$ cat config.mk
export PLATFORM = sky130hd
export DESIGN_NAME = flash_lock_host
export DESIGN_NICKNAME = d
export VERILOG_FILES = /design/src/hdl/flash_lock_pkg.sv /design/src/hdl/flash_cycle_if.sv /design/src/hdl/flash_cycle.sv /design/src/hdl/flash_lock_host.sv
export SDC_FILE = /design/constraint.sdc
export NUM_CORES = 1
export LEC_CHECK = 0
export CORE_UTILIZATION = 50
export CTS_CLUSTER_SIZE = 8
export DETAILED_ROUTE_END_ITERATION = 6
export DONT_BUFFER_PORTS = 1
export GPL_TIMING_DRIVEN = 0
export MAX_ROUTING_LAYER = met4
export PLACE_DENSITY = 0.63
export SLEW_MARGIN = 0
export SYNTH_ARGS = -nofsm -noshare
export SYNTH_HDL_FRONTEND = slang
export SYNTH_SLANG_ARGS = --single-unit
$ cat constraint.sdc
create_clock -name clk_i -period 4.9 [get_ports clk_i]
set_clock_uncertainty 0.1 [all_clocks]
set_input_delay 0 -clock clk_i [delete_from_list [all_inputs] [get_ports clk_i]]
set_output_delay 0 -clock clk_i [all_outputs]
set_load 0.01 [all_outputs]
$ cat src/hdl/flash_lock_pkg.sv
// constants of the lock-bit host controller: register map, flash command
// codes, status byte layout and bus cycle timing
// assumes a 20 MHz clk_i and an 8-bit flash with 20 address lines
//
// What this block does
// - poll status byte until ready flag reads one
// - clear protection bits with 60H then D0H
// - write FFH afterwards to restore array read
// - issue clear-status before retry after any error
// - after a reset abort, wait out wake time and go idle without reissuing
// - writes only while write-enable and select low
// - every altering operation needs setup then confirm
// - set bit: 60H then 01H block or F1H
package flash_lock_pkg;
   localparam int ADDR_W = 20;
   localparam int DATA_W = 8;

   // ---------------------------------------------------------------
   // timing
   // ---------------------------------------------------------------
   localparam int CLK_PERIOD_NS = 50;
   localparam int WE_LOW_NS = 100;
   localparam int ACCESS_NS = 120;
   localparam int SETTLE_NS = 50;
   localparam int RESET_LOW_NS = 100;
   localparam int RESET_WAKE_NS = 600;
   localparam logic [4:0] WE_LOW_CYC = 5'((WE_LOW_NS + CLK_PERIOD_NS - 1) / CLK_PERIOD_NS);
   localparam logic [4:0] ACCESS_CYC = 5'((ACCESS_NS + CLK_PERIOD_NS - 1) / CLK_PERIOD_NS);
   localparam logic [4:0] SETTLE_CYC = 5'((SETTLE_NS + CLK_PERIOD_NS - 1) / CLK_PERIOD_NS);
   localparam logic [4:0] RST_LOW_CYC = 5'((RESET_LOW_NS + CLK_PERIOD_NS - 1) / CLK_PERIOD_NS);
   localparam logic [4:0] RST_WAKE_CYC = 5'((RESET_WAKE_NS + CLK_PERIOD_NS - 1) / CLK_PERIOD_NS);
   localparam logic [4:0] SYNC_CYC = 5'h02;

   // ---------------------------------------------------------------
   // flash command codes and status byte
   // ---------------------------------------------------------------
   localparam logic [7:0] CMD_READ_STATUS = 8'h70;
   localparam logic [7:0] CMD_SETUP = 8'h60;
   localparam logic [7:0] CMD_CLEAR_CONFIRM = 8'hd0;
   localparam logic [7:0] CMD_BLOCK_CONFIRM = 8'h01;
   localparam logic [7:0] CMD_PERM_CONFIRM = 8'hf1;
   localparam logic [7:0] CMD_CLEAR_STATUS = 8'h50;
   localparam logic [7:0] CMD_READ_ARRAY = 8'hff;
   localparam int READY_BIT = 7;
   localparam logic [7:0] ERR_MASK = 8'h3a;

   // ---------------------------------------------------------------
   // register map (byte offsets) and fields
   // ---------------------------------------------------------------
   localparam logic [3:0] REG_CMD = 4'h0;
   localparam logic [3:0] REG_ADDR = 4'h4;
   localparam logic [3:0] REG_CTRL = 4'h8;
   localparam logic [3:0] REG_STATUS = 4'hc;
   localparam logic [2:0] OP_NONE = 3'h0;
   localparam logic [2:0] OP_READ_STATUS = 3'h1;
   localparam logic [2:0] OP_CLEAR_STATUS = 3'h2;
   localparam logic [2:0] OP_SET_BLOCK = 3'h3;
   localparam logic [2:0] OP_SET_PERM = 3'h4;
   localparam logic [2:0] OP_CLEAR_BITS = 3'h5;
   localparam logic [2:0] OP_READ_ARRAY = 3'h6;
   localparam logic [2:0] OP_ABORT = 3'h7;
   localparam int CTRL_WP_BIT = 0;
   localparam int CTRL_HOLD_BIT = 1;
   localparam logic [1:0] CTRL_RESET = 2'h1;
   localparam logic [ADDR_W-1:0] ADDR_RESET = 20'h00000;
endpackage

$ cat src/hdl/flash_cycle_if.sv
// one flash bus cycle request between sequencer and cycle engine
// assumes both ends on the same clock
`timescale 1ns/10ps
`default_nettype none
interface flash_cycle_if;
   logic req;
   logic wr;
   logic kill;
   logic [19:0] addr;
   logic [7:0] wdata;
   logic done;
   logic [7:0] rdata;
   modport ctrl(output req, output wr, output kill, output addr, output wdata, input done, input rdata);
   modport engine(input req, input wr, input kill, input addr, input wdata, output done, output rdata);
endinterface
`default_nettype wire

$ cat src/hdl/flash_cycle.sv
// single write or read cycle on the flash pins
// assumes dq from the flash is asynchronous to clk_i
`timescale 1ns/10ps
`default_nettype none
module flash_cycle (
   input wire logic clk_i,
   input wire logic rst_i,
   flash_cycle_if.engine cyc,
   output logic [19:0] flash_addr_o,
   input wire logic [7:0] flash_dq_i,
   output logic [7:0] flash_dq_o,
   output logic flash_dq_oe_o,
   output logic flash_ce_n_o,
   output logic flash_we_n_o,
   output logic flash_oe_n_o
);
   typedef enum logic [2:0] {
      C_IDLE = 3'b000,
      C_SETUP = 3'b001,
      C_WE = 3'b010,
      C_HOLD = 3'b011,
      C_READ = 3'b100
   } cyc_e;

   cyc_e state;
   logic [4:0] cnt;
   logic [7:0] dq_meta;
   logic [7:0] dq_sync;

   always_ff @(posedge clk_i) begin
      dq_meta <= flash_dq_i;
      dq_sync <= dq_meta;
   end

   // ---------------------------------------------------------------
   // cycle sequencing
   // ---------------------------------------------------------------
   always_ff @(posedge clk_i) begin
      if (rst_i || cyc.kill) begin
         state <= C_IDLE;
         cnt <= 5'h00;
         cyc.done <= 1'b0;
         flash_ce_n_o <= 1'b1;
         flash_we_n_o <= 1'b1;
         flash_oe_n_o <= 1'b1;
         flash_dq_oe_o <= 1'b0;
      end else begin
         cyc.done <= 1'b0;
         case (state)
            C_IDLE: begin
               // done high means the sequencer has not yet moved on
               if (cyc.req && !cyc.done) begin
                  flash_ce_n_o <= 1'b0;
                  if (cyc.wr) begin
                     flash_dq_oe_o <= 1'b1;
                     state <= C_SETUP;
                  end else begin
                     flash_oe_n_o <= 1'b0;
                     cnt <= flash_lock_pkg::ACCESS_CYC + flash_lock_pkg::SYNC_CYC - 5'h01;
                     state <= C_READ;
                  end
               end
            end
            C_SETUP: begin
               flash_we_n_o <= 1'b0;
               cnt <= flash_lock_pkg::WE_LOW_CYC - 5'h01;
               state <= C_WE;
            end
            C_WE: begin
               if (cnt == 5'h00) begin
                  flash_we_n_o <= 1'b1;
                  cnt <= flash_lock_pkg::SETTLE_CYC - 5'h01;
                  state <= C_HOLD;
               end else begin
                  cnt <= cnt - 5'h01;
               end
            end
            C_HOLD: begin
               if (cnt == 5'h00) begin
                  flash_ce_n_o <= 1'b1;
                  flash_dq_oe_o <= 1'b0;
                  cyc.done <= 1'b1;
                  state <= C_IDLE;
               end else begin
                  cnt <= cnt - 5'h01;
               end
            end
            C_READ: begin
               if (cnt == 5'h00) begin
                  flash_ce_n_o <= 1'b1;
                  flash_oe_n_o <= 1'b1;
                  cyc.done <= 1'b1;
                  state <= C_IDLE;
               end else begin
                  cnt <= cnt - 5'h01;
               end
            end
            default: state <= C_IDLE;
         endcase
      end
   end

   always_ff @(posedge clk_i) begin
      if (rst_i) begin
         flash_addr_o <= 20'h00000;
         flash_dq_o <= 8'h00;
         cyc.rdata <= 8'h00;
      end else begin
         if (state == C_IDLE && cyc.req && !cyc.done) begin
            flash_addr_o <= cyc.addr;
            flash_dq_o <= cyc.wdata;
         end
         if (state == C_READ && cnt == 5'h00) begin
            cyc.rdata <= dq_sync;
         end
      end
   end
endmodule
`default_nettype wire

$ cat src/hdl/flash_lock_host.sv
// host controller that sets and clears flash block protection bits
// assumes classic wishbone software access and a flash on plain pins
//
// The Wishbone slave port and the address map were left to the implementer.
`timescale 1ns/10ps
`default_nettype none
module flash_lock_host (
   input wire logic clk_i,
   input wire logic rst_i,
   input wire logic wb_cyc_i,
   input wire logic wb_stb_i,
   input wire logic wb_we_i,
   input wire logic [3:0] wb_adr_i,
   input wire logic [3:0] wb_sel_i,
   input wire logic [31:0] wb_dat_i,
   output logic [31:0] wb_dat_o,
   output logic wb_ack_o,
   output logic [19:0] flash_addr_o,
   input wire logic [7:0] flash_dq_i,
   output logic [7:0] flash_dq_o,
   output logic flash_dq_oe_o,
   output logic flash_ce_n_o,
   output logic flash_we_n_o,
   output logic flash_oe_n_o,
   output logic reset_powerdown_n_o,
   output logic write_protect_n_o
);
   typedef enum logic [3:0] {
      ST_IDLE = 4'b0000,
      ST_SR_CMD = 4'b0001,
      ST_SR_READ = 4'b0010,
      ST_SETUP = 4'b0011,
      ST_CONFIRM = 4'b0100,
      ST_POLL = 4'b0101,
      ST_CLR = 4'b0110,
      ST_ARRAY = 4'b0111,
      ST_RST_LOW = 4'b1000,
      ST_RST_WAIT = 4'b1001
   } seq_e;

   flash_cycle_if ifc ();

   seq_e state;
   logic [4:0] cnt;
   logic [2:0] cur_op;
   logic [19:0] addr_reg;
   logic [1:0] ctrl;
   logic [7:0] status_byte;
   logic done_flag;
   logic err_flag;
   logic aborted;
   logic [7:0] last_wr;
   logic wb_take;
   logic cmd_wr;
   logic accept;
   logic abort_req;
   logic busy;
   logic ready_now;
   logic err_now;
   logic fin;
   logic in_reset;

   // ---------------------------------------------------------------
   // cycle engine
   // ---------------------------------------------------------------
   flash_cycle u_cycle (
      .clk_i(clk_i),
      .rst_i(rst_i),
      .cyc(ifc.engine),
      .flash_addr_o(flash_addr_o),
      .flash_dq_i(flash_dq_i),
      .flash_dq_o(flash_dq_o),
      .flash_dq_oe_o(flash_dq_oe_o),
      .flash_ce_n_o(flash_ce_n_o),
      .flash_we_n_o(flash_we_n_o),
      .flash_oe_n_o(flash_oe_n_o)
   );

   // ---------------------------------------------------------------
   // decode
   // ---------------------------------------------------------------
   assign wb_take = wb_cyc_i && wb_stb_i && !wb_ack_o;
   assign cmd_wr = wb_take && wb_we_i && wb_sel_i[0] && wb_adr_i == flash_lock_pkg::REG_CMD;
   assign abort_req = cmd_wr && wb_dat_i[2:0] == flash_lock_pkg::OP_ABORT && !in_reset;
   assign accept = cmd_wr && state == ST_IDLE && !ctrl[flash_lock_pkg::CTRL_HOLD_BIT]
      && wb_dat_i[2:0] != flash_lock_pkg::OP_NONE && wb_dat_i[2:0] != flash_lock_pkg::OP_ABORT;
   assign in_reset = state == ST_RST_LOW || state == ST_RST_WAIT;
   assign busy = state != ST_IDLE;
   assign ready_now = ifc.rdata[flash_lock_pkg::READY_BIT];
   assign err_now = err_flag || (ifc.rdata & flash_lock_pkg::ERR_MASK) != 8'h00;
   assign fin = ifc.done && (state == ST_ARRAY
      || (state == ST_CLR && cur_op == flash_lock_pkg::OP_CLEAR_STATUS)
      || (state == ST_SR_READ && ready_now && cur_op == flash_lock_pkg::OP_READ_STATUS));

   // reset pin low only in ST_RST_LOW, so no write can meet it
   assign reset_powerdown_n_o = state != ST_RST_LOW;
   assign write_protect_n_o = ctrl[flash_lock_pkg::CTRL_WP_BIT];

   assign ifc.kill = abort_req;
   assign ifc.req = state inside {ST_SR_CMD, ST_SR_READ, ST_SETUP, ST_CONFIRM, ST_POLL, ST_CLR, ST_ARRAY};
   assign ifc.wr = !(state == ST_SR_READ || state == ST_POLL);
   assign ifc.addr = state == ST_CONFIRM ? addr_reg : 20'h00000;

   always_comb begin
      case (state)
         ST_SR_CMD: ifc.wdata = flash_lock_pkg::CMD_READ_STATUS;
         ST_SETUP: ifc.wdata = flash_lock_pkg::CMD_SETUP;
         ST_CONFIRM: begin
            if (cur_op == flash_lock_pkg::OP_CLEAR_BITS) begin
               ifc.wdata = flash_lock_pkg::CMD_CLEAR_CONFIRM;
            end else if (cur_op == flash_lock_pkg::OP_SET_PERM) begin
               ifc.wdata = flash_lock_pkg::CMD_PERM_CONFIRM;
            end else begin
               ifc.wdata = flash_lock_pkg::CMD_BLOCK_CONFIRM;
            end
         end
         ST_CLR: ifc.wdata = flash_lock_pkg::CMD_CLEAR_STATUS;
         ST_ARRAY: ifc.wdata = flash_lock_pkg::CMD_READ_ARRAY;
         default: ifc.wdata = 8'h00;
      endcase
   end

   // ---------------------------------------------------------------
   // command sequencer
   // ---------------------------------------------------------------
   always_ff @(posedge clk_i) begin
      if (rst_i) begin
         state <= ST_IDLE;
         cnt <= 5'h00;
      end else if (abort_req) begin
         state <= ST_RST_LOW;
         cnt <= flash_lock_pkg::RST_LOW_CYC - 5'h01;
      end else begin
         case (state)
            ST_IDLE: begin
               if (ctrl[flash_lock_pkg::CTRL_HOLD_BIT]) begin
                  state <= ST_RST_LOW;
                  cnt <= flash_lock_pkg::RST_LOW_CYC - 5'h01;
               end else if (accept) begin
                  case (wb_dat_i[2:0])
                     flash_lock_pkg::OP_CLEAR_STATUS: state <= ST_CLR;
                     flash_lock_pkg::OP_READ_ARRAY: state <= ST_ARRAY;
                     default: state <= ST_SR_CMD;
                  endcase
               end
            end
            ST_SR_CMD: if (ifc.done) state <= ST_SR_READ;
            ST_SR_READ: begin
               if (ifc.done && ready_now) begin
                  state <= cur_op == flash_lock_pkg::OP_READ_STATUS ? ST_IDLE : ST_SETUP;
               end
            end
            ST_SETUP: if (ifc.done) state <= ST_CONFIRM;
            ST_CONFIRM: if (ifc.done) state <= ST_POLL;
            ST_POLL: begin
               if (ifc.done && ready_now) begin
                  state <= err_now ? ST_CLR : ST_ARRAY;
               end
            end
            ST_CLR: begin
               if (ifc.done) begin
                  state <= cur_op == flash_lock_pkg::OP_CLEAR_STATUS ? ST_IDLE : ST_ARRAY;
               end
            end
            ST_ARRAY: if (ifc.done) state <= ST_IDLE;
            ST_RST_LOW: begin
               if (cnt != 5'h00) begin
                  cnt <= cnt - 5'h01;
               end else if (!ctrl[flash_lock_pkg::CTRL_HOLD_BIT]) begin
                  state <= ST_RST_WAIT;
                  cnt <= flash_lock_pkg::RST_WAKE_CYC - 5'h01;
               end
            end
            ST_RST_WAIT: begin
               if (cnt != 5'h00) begin
                  cnt <= cnt - 5'h01;
               end else begin
                  state <= ST_IDLE;
               end
            end
            default: state <= ST_IDLE;
         endcase
      end
   end

   // ---------------------------------------------------------------
   // result flags and status mirror
   // ---------------------------------------------------------------
   always_ff @(posedge clk_i) begin
      if (rst_i) begin
         done_flag <= 1'b0;
         err_flag <= 1'b0;
         aborted <= 1'b0;
      end else if (accept) begin
         done_flag <= 1'b0;
         err_flag <= 1'b0;
         aborted <= 1'b0;
      end else begin
         if (fin) done_flag <= 1'b1;
         if (abort_req && busy) aborted <= 1'b1;
         if (ifc.done && !ifc.wr && ifc.rdata[flash_lock_pkg::READY_BIT]
            && (ifc.rdata & flash_lock_pkg::ERR_MASK) != 8'h00) begin
            err_flag <= 1'b1;
         end
      end
   end

   always_ff @(posedge clk_i) begin
      if (rst_i) begin
         status_byte <= 8'h00;
      end else if (state == ST_RST_LOW) begin
         status_byte <= 8'h00;
      end else if (ifc.done && !ifc.wr) begin
         status_byte <= ifc.rdata;
      end
   end

   always_ff @(posedge clk_i) begin
      if (rst_i) begin
         last_wr <= 8'h00;
      end else if (ifc.done && ifc.wr) begin
         last_wr <= ifc.wdata;
      end
   end

   // ---------------------------------------------------------------
   // wishbone registers
   // ---------------------------------------------------------------
   always_ff @(posedge clk_i) begin
      if (rst_i) begin
         wb_ack_o <= 1'b0;
      end else begin
         wb_ack_o <= wb_take;
      end
   end

   always_ff @(posedge clk_i) begin
      if (rst_i) begin
         cur_op <= flash_lock_pkg::OP_NONE;
         addr_reg <= flash_lock_pkg::ADDR_RESET;
         ctrl <= flash_lock_pkg::CTRL_RESET;
      end else begin
         if (accept) cur_op <= wb_dat_i[2:0];
         if (wb_take && wb_we_i && wb_adr_i == flash_lock_pkg::REG_ADDR) begin
            if (wb_sel_i[0]) addr_reg[7:0] <= wb_dat_i[7:0];
            if (wb_sel_i[1]) addr_reg[15:8] <= wb_dat_i[15:8];
            if (wb_sel_i[2]) addr_reg[19:16] <= wb_dat_i[19:16];
         end
         if (wb_take && wb_we_i && wb_sel_i[0] && wb_adr_i == flash_lock_pkg::REG_CTRL) begin
            ctrl <= wb_dat_i[1:0];
         end
      end
   end

   always_ff @(posedge clk_i) begin
      if (rst_i) begin
         wb_dat_o <= 32'h00000000;
      end else if (wb_take && !wb_we_i) begin
         case (wb_adr_i)
            flash_lock_pkg::REG_CMD: wb_dat_o <= {29'h0, cur_op};
            flash_lock_pkg::REG_ADDR: wb_dat_o <= {12'h000, addr_reg};
            flash_lock_pkg::REG_CTRL: wb_dat_o <= {30'h0, ctrl};
            flash_lock_pkg::REG_STATUS: wb_dat_o <= {20'h0, aborted, err_flag, done_flag, busy, status_byte};
            default: wb_dat_o <= 32'h00000000;
         endcase
      end
   end
endmodule
`default_nettype wire

==> impl_results.md, run 1 <==
* Clock-pin slew on the worst setup and hold paths at 0.06 ns
* Combinational Power Share at 0.263
* Critical-path cell with the highest stage delay: dlygate4sd3_1
* Mean routed wirelength per cell at 17.4 µm
* Synthesized flop and latch total at 129
* Die Outline Area at between 10000 and 15000 µm²
* Setup repair after global routing missed its margin: no
* Critical Path End Type: register
* Vias in the first global route at 4918
* Slowest cell delay on critical path at 0.74 ns
* Setup-failing EPs final at 0
* Proportion of layout cells with a drive suffix above 1 at 0.0949
* Most frequent cell on the critical path: dlygate4sd3_1
* Switching share of power at 0.331
* Number of enable flip-flop cells after synthesis at 0
* Clock network latency to the later pin of the worst-skew pair at 0.53 ns
* Number of buffer cells added on primary ports at 0
* Initial antenna violation count at 0
* Post-layout min period at 2.96 ns
* Register-to-Register Setup Slack at 2.05 ns
* Pleak at between 2 and 2.5 nW
* Destination of the worst hold path: aborted
* Count of inserted antenna diode cells at 0
* HP Start: wb_cyc_i
* I/O pin cnt at 120
* First-pass GRT wire length at 25100 µm
* Total of fill cells in the finished design at ~900
* Share of power burned in registers at 0.359
* Total global routing overflow at 0
* Hold path depth at 4
* Max-cap violations at 0
* Startpoint types: input port
* Layout net count at 802
* Setup repair bufs after CTS at 0
* Yosys warns at 0
* Number of cells produced by synthesis at ~640
* RR Startpoint: wb_ack_o
* Post-layout utilization of the core at 0.668
* Power share of the clock group at 0.378
* Die boundary width at 107 µm
* Final Hold Vio Count at 0
* Residual DRC count at 0
* Final GP Congestion at roughly 0.87
* Prevailing post-synth register cell: dfxtp_1
* Max-slew headroom at the worst pin at 0.122
* Required time of the critical path at 5.20 ns
* Worst hold slack across all endpoints at 0.0647 ns
* Largest driver fanout on the critical path at 6
* CP Buf/Inv Count at 4
* Cell area after technology mapping at between 5000 and 6000 µm²
* DP HPWL at 10700 µm
* Count of routing violations after the opening detailed-route iteration at 420
* Cell at the root of the clock tree: clkbuf_8
* Total power consumption of the routed design at around 3.2 mW
* Worst ir drop on vdd at 0.313 mV
* GRT Resource Usage Total at 0.295
* Portion of the clock cycle consumed by the worst path in the final layout at 0.604
* Final design instance area without fill at about 7000 µm²
* Initial core utilization at 0.524
* CP top delay family: buffers and inverters
* Power density relative to cell area at between 400 and 500 nW/µm²
* Placed insts at 791
* Largest cells by area after synthesis: dfxtp_1, a21oi_1, nand2_1
* Result of the run: finished clean
* Switching power at ~1.1 mW
* CTS Sinks at 129
* Number of vias in the routed layout at 5151
* Largest area contributor in the netlist: dfxtp_1
* Routed via count divided by cell count at between 5 and 6
* Total Negative Setup Slacks at 0 ns
* Post-synthesis area per instance at 8.51 µm²
* Setup slack after layout at around 1.9 ns
* Fraction of the yosys area taken by sequential cells at 0.471
* Setup crit start: wb_adr_i[3]
* Number of rows in the core area at 37
* First drt pass iteration count at 5
* Class of the worst hold path: input port to register
* Count of cells along the worst register-to-register path at 7
* Pins Over Slew Limit at 0
* Post-synth cell types at 67
* Area of the core region at 10500 µm²
* Internal Dissipation at between 2 and 2.5 mW
* Max Root-Sink Buffers at 2
* Worst flop-to-flop path endpoint: cur_op[2]
* Finished Layout Cells at 895
* Critical path start-end classification: input port to register
* Clock buffer count from CTS at 17
* Arrival time of data at the critical path endpoint at 3.26 ns
* Area Overhead vs Synth at 27.5%
* Critical path cell sequence: dlygate4sd3_1, nor2_1, dlygate4sd3_1, nand4_1, dlygate4sd3_1, nor3_2, dlygate4sd3_1, mux2i_1, nor2_1
* Clock tree from TritonCTS: done
* Pre-CTS WS at roughly 2.5 ns
* Actual slew at the worst max-slew pin at roughly 1.3 ns
* Placed Area at approximately 5700 µm²
* Number of nets with antenna violations after detailed routing at 0
* Peak clock frequency supported by timing at around 340 MHz
* Pin count of the biggest net entering global routing at 17
* Detailed Route WL at ~16000 µm
* Yosys top cell area share at 0.471
* Number of H-tree levels at 4
* Proportion of synthesized flip-flops having asynchronous set or reset at 0
* Overall die height at approximately 110 µm
==> kinds of logic after synthesis <==
family                   synth area share
AND/OR/NAND/NOR                     0.244
AO/OA/AOI/OAI                       0.175
flip-flops                          0.471
buffers and inverters              0.0628
multiplexers                       0.0358
adder cells (fa/ha/maj)           0.00685
XOR/XNOR                          0.00320
other                            0.000684
==> metal layers <==
layer,part of all wire,GRT usage,wire length (µm),up-vias
li1,-,-,-,2466
met1,0.44,0.368,6830,2459
met2,0.47,0.456,7300,200
met3,0.075,0.0766,1170,26
met4,0.019,0.114,302,0
met5,0,-,0,-
==> placed cells by master (no fill, tap or decap), drive strengths merged, types with 3 or more instances in the layout <==
| cell type | instances |
|---|---|
| nor4b | 7 |
| a31oi | 6 |
| clkinv | 3 |
| nand2b | 8 |
| a211oi | 6 |
| nand3 | 47 |
| clkbuf | 54 |
| ha | 3 |
| dlygate4sd3 | 72 |
| o211ai | 4 |
| mux2i | 14 |
| a21boi | 4 |
| nor2b | 6 |
| buf | 28 |
| o21ai | 15 |
| conb | 12 |
| nor3b | 5 |
| inv | 10 |
| nand2 | 88 |
| nand3b | 3 |
| and2 | 4 |
| or3 | 3 |
| a21oi | 72 |
| nor3 | 25 |
| a22oi | 15 |
| or3b | 3 |
| dfxtp | 129 |
| nor2 | 58 |
| a221oi | 9 |
| or2 | 4 |
==> layout make-up <==
type	instances	area [µm²]	share of cell area
Multi-Input combinational cell	459	2600	0.372
Clock buffer	24	470	0.0673
Inverter	9	33.8	0.00483
Timing Repair Buffer	72	721	0.103
Tap cell	136	170	0.0244
Buffer	58	310	0.0444
Sequential cell	129	2580	0.370
Clock inverter	8	103	0.0147
==> worst reg2reg max path: cells and delay by family, from the launching register on <==
kind / cells / cell delay [ns]
buf+inv: 2 / 1.35
flops: 1 / 0.35
mux: 1 / 0.23
simple gates: 4 / 0.68
==> power by group through the flow <==
stage / clock, mW / sequential, mW / combinational [mW]
6_report: 1.23 / 1.16 / 0.853
3_5_place_dp: 0 / 1.18 / 0.805
2_1_floorplan: 0 / 1.17 / 0.606
4_1_cts: 1.23 / 1.16 / 0.845
5_1_grt: 1.29 / 1.17 / 0.947
3_3_place_gp: 0 / 1.18 / 0.796
==> cell usage after synthesis, types with 3 or more instances <==
cell type  instances
a21boi_0           4
buf_6              3
mux2i_1           14
dfxtp_1          129
nor3b_1            4
clkbuf_1          30
buf_2              8
a221oi_1           9
ha_1               3
a211oi_1           6
or2_2              4
nand2_1           88
nor2_1            57
nand3b_1           3
nand3_1           47
a31oi_1            6
buf_4             16
o21ai_0           14
nand2b_1           8
a21oi_1           71
o211ai_1           4
inv_1              9
and2_1             4
nor4b_1            6
nor3_1            23
nor2b_1            6
a22oi_1           15
==> worst max-delay path by stage <==
| stage | to | slack (ns) | cells after the start |
|---|---|---|---|
| global placement | status_byte[6] | 2.51 | 5 |
| CTS | cur_op[2] | 1.97 | 9 |
| global route | cur_op[1] | 1.75 | 9 |
| floorplan | cnt[2] | 3.01 | 7 |
| detailed placement | status_byte[4] | 2.49 | 5 |
| finish | cur_op[2] | 1.94 | 9 |
==> what timing repair did <==
item | 4_1_cts | 5_1_grt
hold buffers | 72 | 0
gates resized for setup | 0 | 0
endpoints found under the hold margin | 58 | 0
(Power assumes the default switching activity.)
==> run 2: changes to the inputs <==
==> constraint.sdc (replaced) <==
create_clock -name clk_i -period 2.98 [get_ports clk_i]
set_clock_uncertainty 0.1 [all_clocks]
set_input_delay 0 -clock clk_i [delete_from_list [all_inputs] [get_ports clk_i]]
set_output_delay 0 -clock clk_i [all_outputs]
set_load 0.01 [all_outputs]
==> run 2 against run 1 <==
  * Combinational power grew 65%
  * Die area is the same
  * Wire length shrank 0.24%
  * Worst hold slack gained 0.0055 ns
  * Final cell count shrank 0.11%
  * Critical endpoint is now addr_reg[18]
  * Largest cell class unchanged
==> impl_results.md, run 2 (synthesis gave the netlist of run 1 again) <==
* Initial core utilization at 0.524 (unchanged)
* Most frequent cell on the critical path: dlygate4sd3_1
* Residual DRC count at 0 (unchanged)
* CTS Sinks at 129 (unchanged)
* Critical Path End Type: register
* Die boundary width at 107 µm (unchanged)
* Cell at the root of the clock tree: clkbuf_8
* Worst ir drop on vdd at 0.515 mV (+65%)
* Max-slew headroom at the worst pin at 0.129 (+0.00690)
* Switching power at 1.77 mW (+64%)
* Placed Area at 5690 µm² (unchanged)
* Number of buffer cells added on primary ports at 0 (unchanged)
* Max Root-Sink Buffers at 2 (unchanged)
* Largest driver fanout on the critical path at 10 (+4)
* Share of power burned in registers at 0.359 (about the same)
* Number of H-tree levels at 4 (unchanged)
* Critical path cell sequence: and4b_1, and2_1, clkbuf_1, buf_2, nand3_1, dlygate4sd3_1, a21oi_1, dlygate4sd3_1
* Leading cell type in the layout, fill and taps excluded: dfxtp_1
* Proportion of layout cells with a drive suffix above 1 at 0.0950 (+0.000125)
* Worst hold slack across all endpoints at 0.0702 ns (+0.00552 ns)
* Total global routing overflow at 0 (unchanged)
* Number of vias in the routed layout at 5197 (+0.89%)
* Total Negative Setup Slacks at 0 ns (unchanged)
* Area of the core region at 10500 µm² (unchanged)
* Routed via count divided by cell count at 5.81 (+1.0%)
* Final design instance area without fill at 6980 µm² (-0.14%)
* Final Hold Vio Count at 0 (unchanged)
* DP HPWL at 10700 µm (unchanged)
* Peak clock frequency supported by timing at 352 MHz
* Clock network latency to the later pin of the worst-skew pair at 0.53 ns (about the same)
* Initial antenna violation count at 0 (unchanged)
* I/O pin cnt at 120 (unchanged)
* Critical-path cell with the highest stage delay: dlygate4sd3_1
* Pleak at 2.48 nW (-0.28%)
* CP top delay family: buffers and inverters
* Finished Layout Cells at 894 (-0.11%)
* Post-layout min period at 2.84 ns
* Switching share of power at 0.331 (about the same)
* Final GP Congestion at 0.868 (unchanged)
* Layout net count at 801 (-0.12%)
* Total power consumption of the routed design at 5.33 mW (+64%)
* Die Outline Area at 11400 µm² (unchanged)
* Overall die height at 107 µm (unchanged)
* Power density relative to cell area at 764 nW/µm² (+65%)
* Slowest cell delay on critical path at 0.57 ns (-0.17 ns)
* Placed insts at 791 (unchanged)
* CP Buf/Inv Count at 4 (unchanged)
* Number of nets with antenna violations after detailed routing at 0 (unchanged)
* Critical path start-end classification: register to register
* Total of cells resized after clock tree synthesis at 0 (unchanged)
* Combinational Power Share at 0.264 (about the same)
* Setup-failing EPs final at 0 (unchanged)
* Startpoint types: register
* Result of the run: finished clean
* Max-cap violations at 0 (unchanged)
* Portion of the clock cycle consumed by the worst path in the final layout at 0.952
* Count of routing violations after the opening detailed-route iteration at 409 (-2.6%)
* Arrival time of data at the critical path endpoint at 3.20 ns (-0.06 ns)
* Mean routed wirelength per cell at 17.4 µm (-0.13%)
* Class of the worst hold path: input port to register
* Clock tree from TritonCTS: done
* Setup repair after global routing missed its margin: no
* Actual slew at the worst max-slew pin at 1.29 ns (-0.0102 ns)
* Setup repair bufs after CTS at 0 (unchanged)
* Commonest non-fill, non-tap cells in the layout: dfxtp_1, nand2_1, a21oi_1, dlygate4sd3_1, nor2_1
* Power share of the clock group at 0.378 (about the same)
* GRT Resource Usage Total at 0.295 (unchanged)
* Area Overhead vs Synth at 27.3%
* First drt pass iteration count at 5 (unchanged)
* Clock buffer count from CTS at 17 (unchanged)
* Required time of the critical path at 3.35 ns (-1.85 ns)
* Clock-pin slew on the worst setup and hold paths at 0.06 ns (about the same)
* Detailed Route WL at 15600 µm (-0.24%)
* Count of inserted antenna diode cells at 0 (unchanged)
* First-pass GRT wire length at 25100 µm (about the same)
* Internal Dissipation at 3.57 mW (+64%)
* Number of rows in the core area at 37 (unchanged)
* Pins Over Slew Limit at 0 (unchanged)
* Pin count of the biggest net entering global routing at 17 (unchanged)
* Vias in the first global route at 4913 (-0.10%)
[run 2: per-layer routing]
layer	wire, µm	global-route usage
met5	0	-
met4	325	0.114
met1	6850	0.368
met2	7230	0.455
met3	1150	0.0778
[run 2: layout make-up]
| cell class | instances | area (µm²) |
|---|---|---|
| clock buffers | 24 | 470 |
| fillers | 887 | 3480 |
| clock inverters | 8 | 103 |
| well taps | 136 | 170 |
| repair buffers | 71 | 711 |
| multi-input cells | 459 | 2600 |
| plain buffers | 58 | 310 |
| flip-flops and latches | 129 | 2580 |
| inverters | 9 | 33.8 |
[run 2: worst paths after layout]
kind                            slack (ns)                  to  cells after the start          startpoint
worst max-delay path                  0.14        addr_reg[18]                      8            wb_ack_o
worst min-delay path                  0.07             aborted                      4            wb_cyc_i
worst min register to register        0.23  u_cycle.dq_sync[6]                      0  u_cycle.dq_meta[6]
worst max register to register        0.14        addr_reg[18]                      8            wb_ack_o
[run 2: worst register-to-register path, delay by kind of cell (launching register included)]
family	cells	cell delay, ns
and+or+nand+nor	3	0.59
buffers and inverters	4	1.62
AOI/OAI and AO/OA	1	0.13
DFF	1	0.35
[run 2: what timing repair did]
item	CTS	global route
hold buffers	71	0
endpoints found under the setup margin	0	0
hold endpoints to repair	58	0
[run 2: metrics by stage]
| stage | utilization | setup slack, ns |
|---|---|---|
| after floorplan | - | 1.09 |
| after global placement | 0.544 | 0.590 |
| after detailed placement | 0.544 | 0.574 |
| after CTS | 0.667 | 0.188 |
| after global routing | 0.667 | 0.0155 |
| final | 0.667 | 0.143 |
[run 2: power by group through the flow]
| stage | logic [mW] | clock network, mW | registers [mW] |
|---|---|---|---|
| floorplan | 0.997 | 0 | 1.93 |
| global placement | 1.31 | 0 | 1.94 |
| detailed placement | 1.32 | 0 | 1.95 |
| CTS | 1.39 | 2.03 | 1.91 |
| global route | 1.56 | 2.12 | 1.92 |
| finish | 1.41 | 2.01 | 1.91 |
